<file path="src/rtl/medc_pkg.sv">
package medc_pkg;
   // ****************************************************************
   // Register word addresses (printed offsets are not multiples of 4)
   // ****************************************************************
   localparam logic [7:0] IDX_ORIENT_TAP = 8'h59;
   localparam logic [7:0] IDX_TAP_WIN = 8'h5A;
   localparam logic [7:0] IDX_WAKE_THS = 8'h5B;
   localparam logic [7:0] IDX_WAKEUP_PERSIST_COUNT = 8'h5C;
   localparam logic [7:0] IDX_FREEFALL = 8'h5D;
   localparam logic [7:0] IDX_ROUTE1 = 8'h5E;
   localparam logic [7:0] IDX_BASIC_CTRL = 8'h60;
   localparam logic [7:0] IDX_EVT_STATUS = 8'h61;
   localparam logic [7:0] IDX_EVT_CLEAR = 8'h62;
   localparam logic [7:0] IDX_EVT_ENABLE = 8'h63;
   localparam int ADDR_W = 10;

   // ****************************************************************
   // Timing multipliers, in sample periods
   // ****************************************************************
   localparam logic [15:0] GAP_ZERO = 16'h0010;
   localparam int GAP_SHIFT = 5;
   localparam logic [15:0] QUIET_ZERO = 16'h0002;
   localparam int QUIET_SHIFT = 2;
   localparam logic [15:0] SHOCK_ZERO = 16'h0004;
   localparam int SHOCK_SHIFT = 3;
   localparam logic [15:0] SLEEP_ZERO = 16'h0010;
   localparam int SLEEP_SHIFT = 9;
   localparam logic [7:0] REG_RESET = 8'h00;

   // Event bit positions, same layout as the routing register
   localparam int EV_SLEEP = 7;
   localparam int EV_STAP = 6;
   localparam int EV_WU = 5;
   localparam int EV_FF = 4;
   localparam int EV_DTAP = 3;
   localparam int EV_6D = 2;
   localparam int EV_EMB = 1;
   localparam int EV_SHUB = 0;

   // Magnitudes from the sensing path, per sample
   typedef struct packed {
      logic [7:0] tap_z_mag;
      logic [7:0] wake_hp_mag;
      logic [7:0] wake_lp_mag;
      logic [7:0] total_mag;
      logic [7:0] tilt_x;
      logic [7:0] tilt_y;
      logic [7:0] tilt_z;
   } medc_sample_s;

   // Magnitude codes for the tilt angle and free-fall tables
   typedef logic [7:0] medc_level_t;
endpackage

</file>
<file path="src/rtl/medc_detect.sv">
`timescale 1ns/100ps
// What this block does
// - Four-way mode ignores Z orientation
// - Angle threshold selects 80/70/60/50 degrees
// - Z tap threshold, LSB full scale/32
// - Double tap gap: 0 is 16, else x32
// - Quiet window: 0 is 2, else x4
// - Shock limit: 0 is 4, else x8
// - Double-tap enable adds double-tap events
// - Offset source picks low-pass wake data
// - Wake level 6 bits, weight /64 or /256
// - Wake persist count in sample periods
// - Sleep delay: 0 is 16, else x512
// - Free-fall length: msb plus five bits
// - Free-fall level table 156..500 mg
// - Routing bits gate events onto pin one
// - Basic events need global enable bit
module medc_detect (
   input wire logic clk,
   input wire logic rst_b,
   input wire logic [medc_pkg::ADDR_W-1:2] wb_adr_i,
   input wire logic [31:0] wb_dat_i,
   output logic [31:0] wb_dat_o,
   input wire logic wb_we_i,
   input wire logic [3:0] wb_sel_i,
   input wire logic wb_cyc_i,
   input wire logic wb_stb_i,
   output logic wb_ack_o,
   input wire logic sample_stb,
   input wire medc_pkg::medc_sample_s sample,
   input wire logic emb_func_evt,
   input wire logic shub_done_evt,
   output logic irq_pin_one,
   output logic irq_o,
   output logic sleep_state
);

   // ****************************************************************
   // Helpers
   // ****************************************************************
   // Window length: zero code gives a base, else code times a power of 2
   function automatic logic [15:0] win_len(input logic [3:0] code,
                                           input logic [15:0] base,
                                           input int shift);
      logic [15:0] w;
      w = 16'({12'h000, code} << shift);
      return (code == 4'h0) ? base : w;
   endfunction

   // Tilt magnitude limit per angle code, full scale 255 as 1 g
   function automatic medc_pkg::medc_level_t angle_lvl(input logic [1:0] c);
      case (c)
         2'b00: return 8'hFB; // 80 degrees
         2'b01: return 8'hF0; // 70 degrees
         2'b10: return 8'hDD; // 60 degrees
         default: return 8'hC3; // 50 degrees
      endcase
   endfunction

   // Free-fall limit per code, 256 as 1 g
   function automatic medc_pkg::medc_level_t ff_lvl(input logic [2:0] c);
      case (c)
         3'b000: return 8'h28; // 156 mg
         3'b001: return 8'h38; // 219 mg
         3'b010: return 8'h40; // 250 mg
         3'b011: return 8'h50; // 312 mg
         3'b100: return 8'h58; // 344 mg
         3'b101: return 8'h68; // 406 mg
         3'b110: return 8'h78; // 469 mg
         default: return 8'h80; // 500 mg
      endcase
   endfunction

   // ****************************************************************
   // Registers
   // ****************************************************************
   logic [7:0] orient_tap_r, tap_win_r, wake_ths_r, wakeup_persist_count_r;
   logic [7:0] freefall_r, route1_r, evt_status_r, evt_enable_r;
   logic basic_en_r;
   logic [7:0] evt_set;
   logic [7:0] evt_clr;
   logic wr_stb;
   logic [7:0] idx;
   logic [7:0] wdat;

   assign idx = 8'(wb_adr_i);
   assign wdat = wb_dat_i[7:0];
   assign wr_stb = wb_cyc_i && wb_stb_i && wb_we_i && !wb_ack_o
                   && wb_sel_i[0];
   assign evt_clr = (wr_stb && idx == medc_pkg::IDX_EVT_CLEAR) ? wdat
                    : 8'h00;

   // Configuration writes; only byte lane 0 carries data
   always_ff @(posedge clk or negedge rst_b) begin
      if (!rst_b) begin
         orient_tap_r <= medc_pkg::REG_RESET;
         tap_win_r <= medc_pkg::REG_RESET;
         wake_ths_r <= medc_pkg::REG_RESET;
         wakeup_persist_count_r <= medc_pkg::REG_RESET;
         freefall_r <= medc_pkg::REG_RESET;
         route1_r <= medc_pkg::REG_RESET;
         evt_enable_r <= medc_pkg::REG_RESET;
         basic_en_r <= 1'b0;
      end else if (wr_stb) begin
         case (idx)
            medc_pkg::IDX_ORIENT_TAP: orient_tap_r <= wdat;
            medc_pkg::IDX_TAP_WIN: tap_win_r <= wdat;
            medc_pkg::IDX_WAKE_THS: wake_ths_r <= wdat;
            medc_pkg::IDX_WAKEUP_PERSIST_COUNT: wakeup_persist_count_r <= wdat;
            medc_pkg::IDX_FREEFALL: freefall_r <= wdat;
            medc_pkg::IDX_ROUTE1: route1_r <= wdat;
            medc_pkg::IDX_EVT_ENABLE: evt_enable_r <= wdat;
            medc_pkg::IDX_BASIC_CTRL: basic_en_r <= wdat[0];
            default: ;
         endcase
      end
   end

   // Read mux; unmapped words read zero but are still acked
   always_ff @(posedge clk or negedge rst_b) begin
      if (!rst_b) begin
         wb_ack_o <= 1'b0;
         wb_dat_o <= 32'h0000_0000;
      end else begin
         wb_ack_o <= wb_cyc_i && wb_stb_i && !wb_ack_o;
         case (idx)
            medc_pkg::IDX_ORIENT_TAP: wb_dat_o <= {24'h00_0000, orient_tap_r};
            medc_pkg::IDX_TAP_WIN: wb_dat_o <= {24'h00_0000, tap_win_r};
            medc_pkg::IDX_WAKE_THS: wb_dat_o <= {24'h00_0000, wake_ths_r};
            medc_pkg::IDX_WAKEUP_PERSIST_COUNT: wb_dat_o <= {24'h00_0000, wakeup_persist_count_r};
            medc_pkg::IDX_FREEFALL: wb_dat_o <= {24'h00_0000, freefall_r};
            medc_pkg::IDX_ROUTE1: wb_dat_o <= {24'h00_0000, route1_r};
            medc_pkg::IDX_EVT_STATUS: wb_dat_o <= {24'h00_0000, evt_status_r};
            medc_pkg::IDX_EVT_ENABLE: wb_dat_o <= {24'h00_0000, evt_enable_r};
            medc_pkg::IDX_BASIC_CTRL: wb_dat_o <= {31'h0000_0000, basic_en_r};
            default: wb_dat_o <= 32'h0000_0000;
         endcase
      end
   end

   // ****************************************************************
   // Field decode
   // ****************************************************************
   logic four_way_orientation_mode;
   logic [1:0] orientation_angle_threshold;
   logic [4:0] tap_threshold_z;
   logic [3:0] double_tap_gap_limit;
   logic [1:0] quiet_code, shock_code;
   logic double_tap_en, wakeup_offset_source, wakeup_level_weight;
   logic [5:0] wakeup_level;
   logic [1:0] wakeup_persist_count;
   logic [3:0] sleep_entry_delay;
   logic [5:0] freefall_len;
   logic [2:0] freefall_level;
   logic [15:0] gap_len, quiet_len, shock_len, sleep_len;
   logic [7:0] tap_lvl, wake_lvl, wake_mag;

   assign four_way_orientation_mode = orient_tap_r[7];
   assign orientation_angle_threshold = orient_tap_r[6:5];
   assign tap_threshold_z = orient_tap_r[4:0];
   assign double_tap_gap_limit = tap_win_r[7:4];
   assign quiet_code = tap_win_r[3:2];
   assign shock_code = tap_win_r[1:0];
   assign double_tap_en = wake_ths_r[7];
   assign wakeup_offset_source = wake_ths_r[6];
   assign wakeup_level = wake_ths_r[5:0];
   assign freefall_len = {wakeup_persist_count_r[7], freefall_r[7:3]};
   assign wakeup_persist_count = wakeup_persist_count_r[6:5];
   assign wakeup_level_weight = wakeup_persist_count_r[4];
   assign sleep_entry_delay = wakeup_persist_count_r[3:0];
   assign freefall_level = freefall_r[2:0];
   assign gap_len = win_len(double_tap_gap_limit, medc_pkg::GAP_ZERO,
                            medc_pkg::GAP_SHIFT);
   assign quiet_len = win_len({2'b00, quiet_code}, medc_pkg::QUIET_ZERO,
                              medc_pkg::QUIET_SHIFT);
   assign shock_len = win_len({2'b00, shock_code}, medc_pkg::SHOCK_ZERO,
                              medc_pkg::SHOCK_SHIFT);
   assign sleep_len = win_len(sleep_entry_delay, medc_pkg::SLEEP_ZERO,
                              medc_pkg::SLEEP_SHIFT);
   // 8-bit magnitude: full scale 256, so /32 is shift 3
   assign tap_lvl = {tap_threshold_z, 3'b000};
   // Weight /64 is shift 2, /256 is shift 0
   assign wake_lvl = wakeup_level_weight ? {2'b00, wakeup_level}
                     : {wakeup_level, 2'b00};
   assign wake_mag = wakeup_offset_source ? sample.wake_lp_mag
                     : sample.wake_hp_mag;

   // ****************************************************************
   // Tap state machine, ticks on samples only
   // ****************************************************************
   typedef enum logic [3:0] {
      TAP_IDLE = 4'b0001,
      TAP_SHOCK = 4'b0010,
      TAP_QUIET = 4'b0100,
      TAP_GAP = 4'b1000
   } medc_tap_e;
   medc_tap_e tap_st_r;
   logic [15:0] tap_cnt_r;
   logic tap_over, first_done_r, stap_evt, dtap_evt;
   assign tap_over = sample.tap_z_mag > tap_lvl;

   // Shock, quiet, optional gap; overlong pulse waits out its end
   always_ff @(posedge clk or negedge rst_b) begin
      if (!rst_b) begin
         tap_st_r <= TAP_IDLE;
         tap_cnt_r <= 16'h0000;
         first_done_r <= 1'b0;
         stap_evt <= 1'b0;
         dtap_evt <= 1'b0;
      end else begin
         stap_evt <= 1'b0;
         dtap_evt <= 1'b0;
         if (sample_stb) begin
            case (tap_st_r)
               TAP_IDLE: begin
                  tap_cnt_r <= 16'h0001;
                  if (tap_over) tap_st_r <= TAP_SHOCK;
               end
               TAP_SHOCK: begin
                  if (!tap_over) begin
                     tap_st_r <= tap_cnt_r > shock_len ? TAP_IDLE : TAP_QUIET;
                     tap_cnt_r <= 16'h0001;
                  end else if (tap_cnt_r >= shock_len) begin
                     tap_cnt_r <= shock_len + 16'h0001;
                     first_done_r <= 1'b0;
                  end else begin
                     tap_cnt_r <= tap_cnt_r + 16'h0001;
                  end
               end
               TAP_QUIET: begin
                  if (tap_over) begin
                     tap_st_r <= TAP_IDLE;
                     first_done_r <= 1'b0;
                  end else if (tap_cnt_r >= quiet_len) begin
                     tap_cnt_r <= 16'h0001;
                     if (first_done_r) begin
                        dtap_evt <= 1'b1;
                        first_done_r <= 1'b0;
                        tap_st_r <= TAP_IDLE;
                     end else if (double_tap_en) begin
                        stap_evt <= 1'b1;
                        first_done_r <= 1'b1;
                        tap_st_r <= TAP_GAP;
                     end else begin
                        stap_evt <= 1'b1;
                        tap_st_r <= TAP_IDLE;
                     end
                  end else begin
                     tap_cnt_r <= tap_cnt_r + 16'h0001;
                  end
               end
               TAP_GAP: begin
                  if (tap_over) begin
                     tap_st_r <= TAP_SHOCK;
                     tap_cnt_r <= 16'h0001;
                  end else if (tap_cnt_r >= gap_len) begin
                     tap_st_r <= TAP_IDLE;
                     first_done_r <= 1'b0;
                  end else begin
                     tap_cnt_r <= tap_cnt_r + 16'h0001;
                  end
               end
               default: tap_st_r <= TAP_IDLE;
            endcase
         end
      end
   end

   // ****************************************************************
   // Wake-up, sleep and free-fall counters
   // ****************************************************************
   logic [2:0] wake_cnt_r;
   logic [15:0] inact_cnt_r;
   logic [6:0] ff_cnt_r;
   logic wake_hit, wu_evt, ff_evt, sleep_evt, ff_low;
   assign wake_hit = wake_mag > wake_lvl;
   assign ff_low = sample.total_mag < ff_lvl(freefall_level);

   // Wake needs persist+1 consecutive samples above level
   always_ff @(posedge clk or negedge rst_b) begin
      if (!rst_b) begin
         wake_cnt_r <= 3'b000;
         wu_evt <= 1'b0;
      end else begin
         wu_evt <= 1'b0;
         if (sample_stb) begin
            if (!wake_hit) begin
               wake_cnt_r <= 3'b000;
            end else if (wake_cnt_r == {1'b0, wakeup_persist_count}) begin
               wu_evt <= 1'b1;
               wake_cnt_r <= wake_cnt_r + 3'b001;
            end else if (wake_cnt_r <= {1'b0, wakeup_persist_count}) begin
               wake_cnt_r <= wake_cnt_r + 3'b001;
            end
         end
      end
   end

   // Inactivity toward sleep; any wake sample leaves sleep
   always_ff @(posedge clk or negedge rst_b) begin
      if (!rst_b) begin
         inact_cnt_r <= 16'h0000;
         sleep_state <= 1'b0;
         sleep_evt <= 1'b0;
      end else begin
         sleep_evt <= 1'b0;
         if (sample_stb) begin
            if (wake_hit) begin
               inact_cnt_r <= 16'h0000;
               sleep_evt <= sleep_state;
               sleep_state <= 1'b0;
            end else if (!sleep_state) begin
               if (inact_cnt_r + 16'h0001 >= sleep_len) begin
                  sleep_state <= 1'b1;
                  sleep_evt <= 1'b1;
               end else begin
                  inact_cnt_r <= inact_cnt_r + 16'h0001;
               end
            end
         end
      end
   end

   // Free-fall needs length+1 consecutive low samples
   always_ff @(posedge clk or negedge rst_b) begin
      if (!rst_b) begin
         ff_cnt_r <= 7'h00;
         ff_evt <= 1'b0;
      end else begin
         ff_evt <= 1'b0;
         if (sample_stb) begin
            if (!ff_low) begin
               ff_cnt_r <= 7'h00;
            end else if (ff_cnt_r == {1'b0, freefall_len}) begin
               ff_evt <= 1'b1;
               ff_cnt_r <= ff_cnt_r + 7'h01;
            end else if (ff_cnt_r < {1'b0, freefall_len}) begin
               ff_cnt_r <= ff_cnt_r + 7'h01;
            end
         end
      end
   end

   // ****************************************************************
   // Orientation
   // ****************************************************************
   logic [5:0] pos_r, pos_now;
   logic o6d_evt;
   logic [7:0] alvl;
   assign alvl = angle_lvl(orientation_angle_threshold);
   // Bits: x+, x-, y+, y-, z+, z- from signed tilt values
   assign pos_now = {
      !sample.tilt_x[7] && (sample.tilt_x > (alvl >> 1)),
      sample.tilt_x[7] && ((8'h00 - sample.tilt_x) > (alvl >> 1)),
      !sample.tilt_y[7] && (sample.tilt_y > (alvl >> 1)),
      sample.tilt_y[7] && ((8'h00 - sample.tilt_y) > (alvl >> 1)),
      !four_way_orientation_mode && !sample.tilt_z[7]
         && (sample.tilt_z > (alvl >> 1)),
      !four_way_orientation_mode && sample.tilt_z[7]
         && ((8'h00 - sample.tilt_z) > (alvl >> 1))};

   // Event on change of position
   always_ff @(posedge clk or negedge rst_b) begin
      if (!rst_b) begin
         pos_r <= 6'h00;
         o6d_evt <= 1'b0;
      end else begin
         o6d_evt <= sample_stb && (pos_now != pos_r);
         if (sample_stb) pos_r <= pos_now;
      end
   end

   // ****************************************************************
   // Status, interrupt and pin routing
   // ****************************************************************
   // Basic events gated by global enable; external ones pass
   assign evt_set = {sleep_evt, stap_evt, wu_evt, ff_evt, dtap_evt,
                     o6d_evt, 2'b00} & {{6{basic_en_r}}, 2'b11}
                    | {6'h00, emb_func_evt, shub_done_evt};

   // Set wins over a clear in the same cycle
   always_ff @(posedge clk or negedge rst_b) begin
      if (!rst_b) evt_status_r <= 8'h00;
      else evt_status_r <= (evt_status_r & ~evt_clr) | evt_set;
   end

   // Level outputs from flip-flops
   always_ff @(posedge clk or negedge rst_b) begin
      if (!rst_b) begin
         irq_o <= 1'b0;
         irq_pin_one <= 1'b0;
      end else begin
         irq_o <= |(((evt_status_r & ~evt_clr) | evt_set) & evt_enable_r);
         irq_pin_one <= |(((evt_status_r & ~evt_clr) | evt_set)
                          & route1_r);
      end
   end
endmodule // medc_detect

</file>
<file path="config.mk">
export PLATFORM = sky130hd
export DESIGN_NAME = medc_detect
export DESIGN_NICKNAME = d
export VERILOG_FILES = /design/src/rtl/medc_pkg.sv /design/src/rtl/medc_detect.sv
export SDC_FILE = /design/constraint.sdc
export NUM_CORES = 1
export LEC_CHECK = 0
export ABC_CLOCK_PERIOD_IN_PS = 3400
export BUFFER_PORTS_ARGS = -buffer_cell sky130_fd_sc_hd__buf_2
export CAP_MARGIN = 20
export CORE_MARGIN = 2
export CORE_UTILIZATION = 45
export DETAILED_ROUTE_END_ITERATION = 10
export PLACE_DENSITY_LB_ADDON = 0.1
export RECOVER_POWER = 50
export SLEW_MARGIN = 5
export SYNTH_ARGS = -nofsm -noshare
export SYNTH_HDL_FRONTEND = slang
export SYNTH_SLANG_ARGS = --single-unit
</file>
<file path="constraint.sdc">
create_clock -name clk -period 3.4 [get_ports clk]
set_input_delay 0.17 -clock clk [delete_from_list [all_inputs] [get_ports clk]]
set_output_delay 0.17 -clock clk [all_outputs]
set_load 0.1 [all_outputs]
</file>
==> results of run 1 <==
==> power by group through the flow <==
stage	Combinational [mW]	Clock [mW]	Sequential (mW)
6_report	0.926	1.81	1.77
2_1_floorplan	0.742	0	1.76
4_1_cts	0.929	1.83	1.77
5_1_grt	1.04	1.91	1.79
3_5_place_dp	0.923	0	1.80
3_3_place_gp	0.918	0	1.80
==> layer usage <==
metal / up-vias / routed length, µm / global-route usage [%]
li1: 3805 / - / -
met1: 3666 / 11900 / 32.4
met2: 186 / 10300 / 32.8
met3: 22 / 1110 / 4.13
met4: 0 / 229 / 4.76
met5: - / 0 / 0
==> worst reg2reg max path, stage by stage, from the launching register on <==
cell and delay (ns):
dfrtp_1 0.41, ha_1 0.20, and4_2 0.27, nand4_1 0.15, xnor2_2 0.17, ha_1 0.31, a21o_1 0.22, a2111oi_4 0.37
a31oi_2 0.17, or2_2 0.32, o311ai_0 0.30, o311ai_1 0.15
==> how the worst min path moves through the flow <==
stage | start | endpoint | cells after the start
finish | wb_stb_i | wb_ack_o | 2
global route | wb_stb_i | wb_ack_o | 2
CTS | wb_stb_i | wb_ack_o | 2
detailed placement | rst_b | pos_r[4] | 1
global placement | rst_b | pos_r[4] | 1
floorplan | rst_b | basic_en_r | 0
==> timing repair <==
action / CTS / global route
endpoints found under the setup margin: 0 / 15
hold buffers: 3 / 0
hold endpoints to repair: 83 / 0
gates resized for setup: 0 / 8
==> layout make-up <==
class                      instances  area, µm²  share of cell area, %
timing repair buffer             111        612                   5.69
tap                              270        338                   3.14
multi-input combinational        751       5580                   52.0
clock inverter                    14        126                   1.18
clock buffer                      18        439                   4.09
inverter                          64        240                   2.24
sequential                       136       3410                   31.7
==> metrics by stage <==
step | power (mW) | setup WS, ns | cells | area (µm²)
6_report | 4.51 | 0.223 | 1364 | 10700
5_1_grt | 4.74 | 0.0279 | 1364 | 10700
4_1_cts | 4.54 | 0.0599 | 1364 | 10700
3_5_place_dp | 2.72 | 0.122 | 1329 | 10100
3_3_place_gp | 2.72 | 0.200 | 1329 | 10100
2_1_floorplan | 2.51 | 0.319 | 1004 | 9520
==> cells in the mapped netlist (11+ instances only) <==
master,instances,area [µm²]
o21ai_0,52,260
buf_4,24,180
ha_1,77,963
mux2_2,70,788
nand2b_1,16,100
o21a_1,12,90.1
nor3_1,26,130
a22oi_1,16,120
clkbuf_1,18,67.6
nor4_1,11,68.8
a21oi_1,34,170
a21o_1,15,113
nand2_1,58,218
dfrtp_1,135,3380
xnor2_1,16,140
nor2b_1,19,119
nand3_1,25,125
a22o_1,20,175
nand4_1,19,119
nor2_1,58,218
inv_1,63,236
mux2i_1,23,230
==> cells in the final DEF, fill, tap and decap left out, drive strengths merged, types with 5 or more instances in the layout <==
master and count:
a21o 15, a21oi 34, a221o 7, a22o 20
a22oi 16, a31oi 9, a32oi 5, and2 9
and3 13, and4 5, buf 101, clkbuf 25
conb 24, dfrtp 135, ha 77, inv 74
mux2 70, mux2i 23, nand2 58, nand2b 16
nand3 25, nand4 19, nor2 59, nor2b 19
nor3 28, nor4 11, o21a 12, o21ai 54
o22ai 10, o2bb2ai 8, or2 8, or3 6
xnor2 16, xor2 6
==> cells by family (layout without fill, tap and decap cells) <==
| group | count (synthesis) | in the layout |
|---|---|---|
| and+or+nand+nor | 296 | 296 |
| AOI/OAI and AO/OA | 239 | 239 |
| DFF | 136 | 136 |
| buffers and inverters | 117 | 207 |
| muxes | 93 | 93 |
| adders and majority gates | 77 | 77 |
| xor gates and xnor gates | 22 | 22 |
| other | 1 | 24 |
==> state kept, by name (all words and copies together) (netlist names), 3 cells and up <==
signal,cells
evt_enable_r,8
evt_status_r,8
ff_cnt_r,7
freefall_r,8
inact_cnt_r,16
orient_tap_r,8
pos_r,6
route1_r,8
tap_cnt_r,16
tap_st_r,4
tap_win_r,8
wake_cnt_r,3
wake_ths_r,8
wakeup_persist_count_r,8
wb_dat_o,8
==> key figures, run 1 <==
Min path
  • Worst min path class: in -> reg

STA
  • Setup tns final: 0 ns
  • Slew headroom: -38.9%
  • Hold violation count in the final report: 0
  • WHS: around 0.021 ns
  • Worst slew pin tran: 2.08 ns
  • Clock skew: between 0.01 and 0.015 ns
  • Period Utilization, post-route: between 90% and 100%
  • Period minus WS final: between 3 and 4 ns
  • Endpoints failing setup: 0
  • RSZ-0062 raised after global routing: false
  • Max-slew violations: 83
  • Maximum clock frequency: 0.315 GHz

Yosys
  • Multiplexer share of the synthesized area: 10.8%
  • EDFF count, synth: 0
  • Main synth FF type: dfrtp_1
  • Sequential element share of the synthesized area: 36.1%
  • XOR/XNOR Fraction of Synth Area: just over 2%
  • Yosys cell types: between 80 and 90
  • Post-Syn Area: between 0.009 and 0.01 mm²
  • Gate count after technology mapping: about 1000
  • Asr flop ratio synth: between 90% and 100%
  • Adder-Cell Fraction of Synth Area: between 10% and 20%
  • Synth Area in Compound Gates: between 10% and 20%
  • Main combinational cell family by area after synthesis: compound AO/OA/AOI/OAI gates
  • Simple-gate portion of the synthesized area: around 17%
  • Synth Warn #: 0
  • Syn_area_per_cell: a little under 10 µm²
  • Flops & latches, synth: 136

Critical path
  • CP max-delay cell: dfrtp_1
  • Reg-to-reg critical path endpoint: inact_cnt_r[2]
  • Worst EP arrival: ~3.5 ns
  • CP Depth: 11
  • Critical path required time: 3.70 ns
  • WP buf/inv: 0
  • Crit-path max FO: 6
  • Crit path launch type: register
  • CP dominant cell by count: ha_1
  • R2R cell count: 11
  • Crit end category: register
  • Crit path from: inact_cnt_r[1]
  • Crit-path max cell delay: between 0.4 and 0.5 ns
  • R2R setup slack: roughly 0.22 ns
  • Setup Crit Path Kind: reg -> reg
  • Worst setup endpoint: inact_cnt_r[2]
  • Worst path top cell family by delay: compound AO/OA/AOI/OAI gates
  • Worst-path cell chain: ha_1, and4_2, nand4_1, xnor2_2, ha_1, a21o_1, a2111oi_4, a31oi_2, or2_2, o311ai_0, o311ai_1
  • RR Startpoint: inact_cnt_r[1]

Run
  • Max-cap viol count: 1

Power
  • Comb pwr share: 20.5%
  • P_sw: around 1.5 mW
  • Sw frac: approximately a third
  • Sequential share of power: about 39%
  • Pwr dens: roughly 420 mW/mm²
  • Power share of the clock group: 40.1%
  • Peak VDD IR: just over 0.3 mV
  • Int Power: approximately 3 mW
  • Leak Pwr: about 5 nW

Status
  • Outcome: complete, but fails checks
  • Violated checks: capacitance limit, slew limit

Clock network
  • CTS clk-pin slew, worst paths: roughly 0.07 ns
  • Clock Sink Count: around 140
  • CTS Buffer Depth: 2
  • CTS tree: built
  • H-tree levels: 4
  • # Post-CTS Setup Buffers: 0
  • Clk Tree Root Cell: clkbuf_16
  • Inserted Clock Buffers: 17
  • Skew-Pair Late Insertion Delay: 0.44 ns

Place
  • RD Place Congestion: roughly 0.85
  • DP Wirelength: 17300 µm
  • Port-buffer cells: 89

Finish
  • Layout fillers: roughly 1900
  • Inserted Diodes: 0
  • Nets: between 1000 and 1500
  • Fin util: between 50% and 60%
  • Area grow syn2layout: 13.9%
  • Layout cells sized above 1: between 20% and 30%

Routing
  • Routed Antenna Nets: 0
  • Drt drc: 0
  • DR pass1 iterations: 4
  • Via count: 7679
  • Total wire length: 23600 µm
  • Vias per cell: around 5.6
  • Wire per inst: roughly 17 µm
  • Iter 0 DRT Violations: 526

GRT
  • Vias in the first global route: 7203
  • Largest net degree at the start of global routing: just over 80
  • Initial antenna violation count: 0
  • First-pass GRT wire length: ~38000 µm
  • Tot GR Track Use: 21.7%
  • Grt total ovfl: 0

Floorplanning
  • DIE AREA: 0.0221 mm²
  • Die W: ~150 µm
  • Core ar.: between 0.02 and 0.025 mm²
  • IO Pins: 144
  • Starting Density: 46.2%
  • Rows: 52
  • DIE HEIGHT: around 150 µm
Note: power is estimated with default switching activity, not from simulation.
==> run 2, diff against run 1 <==
--- a/config.mk
+++ b/config.mk
@@ -5,7 +5,7 @@
 export SDC_FILE = /design/constraint.sdc
 export NUM_CORES = 1
 export LEC_CHECK = 0
-export ABC_CLOCK_PERIOD_IN_PS = 3400
+export ABC_CLOCK_PERIOD_IN_PS = 3600
 export BUFFER_PORTS_ARGS = -buffer_cell sky130_fd_sc_hd__buf_2
 export CAP_MARGIN = 20
 export CORE_MARGIN = 2
==> constraint.sdc (replaced) <==
create_clock -name clk -period 3.6 [get_ports clk]
set_input_delay 0.18 -clock clk [delete_from_list [all_inputs] [get_ports clk]]
set_output_delay 0.18 -clock clk [all_outputs]
set_load 0.1 [all_outputs]
==> run 2 against run 1 <==
- the flow still finishes with violations (capacitance limit, slew limit)
- combinational power decreased by 6.3%
- setup slack improved by 0.13 ns
- sequential share of layout area increased by 0.17 points
- count of clock-buffer cells in the layout is 1 lower
- first-iteration DRC count rose by 5.1%
- die area is the same
- critical path depth unchanged
- non-clock buffer count shrank 5
- cell area decreased by 0.58%
- sequential power decreased by 6%
- critical endpoint is now inact_cnt_r[3]
- largest cell class unchanged
- highest routed layer unchanged
==> key figures, run 2 (same netlist as run 1, synthesis figures left out) <==
Routing
  • Max Used Layer: met4
  • WL met2: around 11000 µm
  • DR WL met3: 1270 µm
  • Iter 0 DRT Violations: about 550
  • Via count: approximately 7800
  • Total wire length: 23600 µm
  • Drt drc: 0
  • Routed Antenna Nets: 0
  • Vias per cell: about 5.7
  • M1 wire length: 11500 µm
  • DR pass1 iterations: 5
  • Wire per inst: 17.4 µm

Floorplanning
  • Starting Density: a little under half
  • Rows: 52
  • DIE AREA: 0.0221 mm²
  • Die W: 149 µm
  • DIE HEIGHT: between 100 and 150 µm
  • IO Pins: about 140
  • Core ar.: around 0.020 mm²

Run
  • Max-cap viol count: 1

STA
  • Endpoints failing setup: 0
  • Hold violation count in the final report: 0
  • Worst slew pin tran: 2.70 ns
  • Period Utilization, post-route: 90.2%
  • Clock skew: roughly 0.010 ns
  • Period minus WS final: approximately 3.2 ns
  • RSZ-0062 raised after global routing: false
  • Slew headroom: -80.3%
  • Max-slew violations: 106
  • Setup tns final: 0 ns
  • Maximum clock frequency: 0.308 GHz

Place
  • DP Wirelength: roughly 17000 µm
  • RD Place Congestion: 0.823
  • Port-buffer cells: just under 90
  • Dpl cell area: roughly 0.010 mm²

GRT
  • Tot GR Track Use: roughly 22%
  • Initial antenna violation count: 0
  • Largest net degree at the start of global routing: about 110
  • Vias in the first global route: 7430
  • Grt total ovfl: 0
  • First-pass GRT wire length: about 39000 µm

Critical path
  • Crit path launch type: register
  • Crit end category: register
  • Reg-to-reg critical path endpoint: inact_cnt_r[3]
  • Worst EP arrival: between 3 and 4 ns
  • Crit-path max FO: 8
  • Crit-path max cell delay: roughly 0.43 ns
  • CP max-delay cell: dfrtp_1
  • RR Startpoint: inact_cnt_r[0]
  • Worst-path cell chain: ha_1, and4_1, nand4_1, xnor2_1, ha_1, a21o_1, a2111oi_2, a31oi_2, nor2_1, and2_1, a22o_1
  • R2R setup slack: 0.35 ns
  • CP dominant cell by count: ha_1
  • Setup Crit Path Kind: reg -> reg
  • Critical path required time: roughly 4.0 ns
  • R2R cell count: 11

Clock network
  • Skew-Pair Late Insertion Delay: 0.43 ns
  • CTS clk-pin slew, worst paths: 0.07 ns
  • CTS Buffer Depth: 2
  • CTS tree: built
  • Clock Sink Count: about 140
  • Clk Tree Root Cell: clkbuf_16
  • H-tree levels: 4
  • Inserted Clock Buffers: 17
  • CTS resizes: 0

Status
  • Outcome: complete, but fails checks
  • Violated checks: capacitance limit, slew limit

Finish
  • Layout cells sized above 1: 21.0%
  • Area grow syn2layout: 13.2%
  • Design area: between 0.01 and 0.015 mm²
  • Nets: roughly 1300
  • Most common cell after layout, fill and taps aside: dfrtp_1
  • Most frequent cells in the layout: 135 x dfrtp_1, 77 x ha_1, 77 x buf_2
  • Layout fillers: roughly 2000
  • Top flop regs: inact_cnt_r: 16 flops, tap_cnt_r: 16 flops
  • Inserted Diodes: 0

Min path
  • Hold path startpoint: emb_func_evt
  • Worst min path class: in -> reg
  • WHS Path Cells: 2
  • Hold Path Sink: evt_status_r[1]

Power
  • Leak Pwr: ~5.0 nW
  • Peak VDD IR: roughly 0.29 mV
  • Pwr dens: just over 400 mW/mm²
## run 2: changes by cell type in the layout (fill, tap and decap cells not counted), moves of 2 or more
cell           change
clkbuf_2           +2
clkinvlp_4         -2
inv_8              +4
buf_2              -6
dlygate4sd3_1      -2
clkbuf_1           +6
buf_4              -4
inv_6              -3
## run 2: how the worst max path moves through the flow
stage	from	end	slack (ns)	cells past startpoint
after floorplan	inact_cnt_r[0]	inact_cnt_r[2]	0.52	11
after global placement	inact_cnt_r[0]	inact_cnt_r[1]	0.37	11
after detailed placement	inact_cnt_r[0]	inact_cnt_r[10]	0.33	11
after CTS	inact_cnt_r[0]	inact_cnt_r[10]	0.31	11
after global routing	inact_cnt_r[0]	inact_cnt_r[1]	0.03	11
final	inact_cnt_r[0]	inact_cnt_r[3]	0.35	11
## run 2: final cells by class
cell class              count  area [µm²]  area share (%)
multi-input cells         751        5550            51.9
clock inverters            15         169            1.58
clock buffers              17         425            3.98
flip-flops and latches    136        3400            31.9
repair buffers            106         557            5.21
well taps                 270         338            3.16
inverters                  64         240            2.25
## run 2: timing repair
action | in CTS | in global routing
hold buffers | 1 | 0
buffers inserted | 0 | 0
hold endpoints to repair | 103 | 0
setup endpoints to repair | 0 | 0
## run 2: metrics by stage
| stage | utilization, % | std cells | power, mW | hold WS (ns) | setup WS, ns |
|---|---|---|---|---|---|
| 2_1_floorplan | - | 1004 | 2.37 | -0.116 | 0.519 |
| 3_3_place_gp | 49.5 | 1326 | 2.56 | 0.395 | 0.375 |
| 3_5_place_dp | 49.5 | 1326 | 2.56 | 0.390 | 0.331 |
| 4_1_cts | 52.4 | 1359 | 4.35 | 0.00289 | 0.311 |
| 5_1_grt | 52.3 | 1359 | 4.53 | 0.0107 | 0.0278 |
| 6_report | 52.3 | 1359 | 4.32 | 0.0226 | 0.353 |
## run 2: critical path, delay by kind of cell, from the launching register on
kind	cells	cell delay, ns
AND/OR/NAND/NOR	4	1.07
AO/OA/AOI/OAI	4	0.99
adder cells (fa/ha/maj)	2	0.47
flip-flops	1	0.43
XOR/XNOR	1	0.22
## run 2: layer usage
layer | global-route usage [%] | vias to the layer above
li1 | - | 3785
met1 | 31.8 | 3773
met2 | 34.7 | 202
met3 | 4.22 | 18
met4 | 4.52 | 0
met5 | 0 | -
## run 2: report_power, final
group	switching (mW)	internal [mW]	leakage (nW)	total, mW
sequential	0.0825	1.59	1.87	1.67
combinational	0.571	0.297	2.79	0.868
clock	0.779	0.995	0.293	1.77
total	1.43	2.88	4.95	4.32
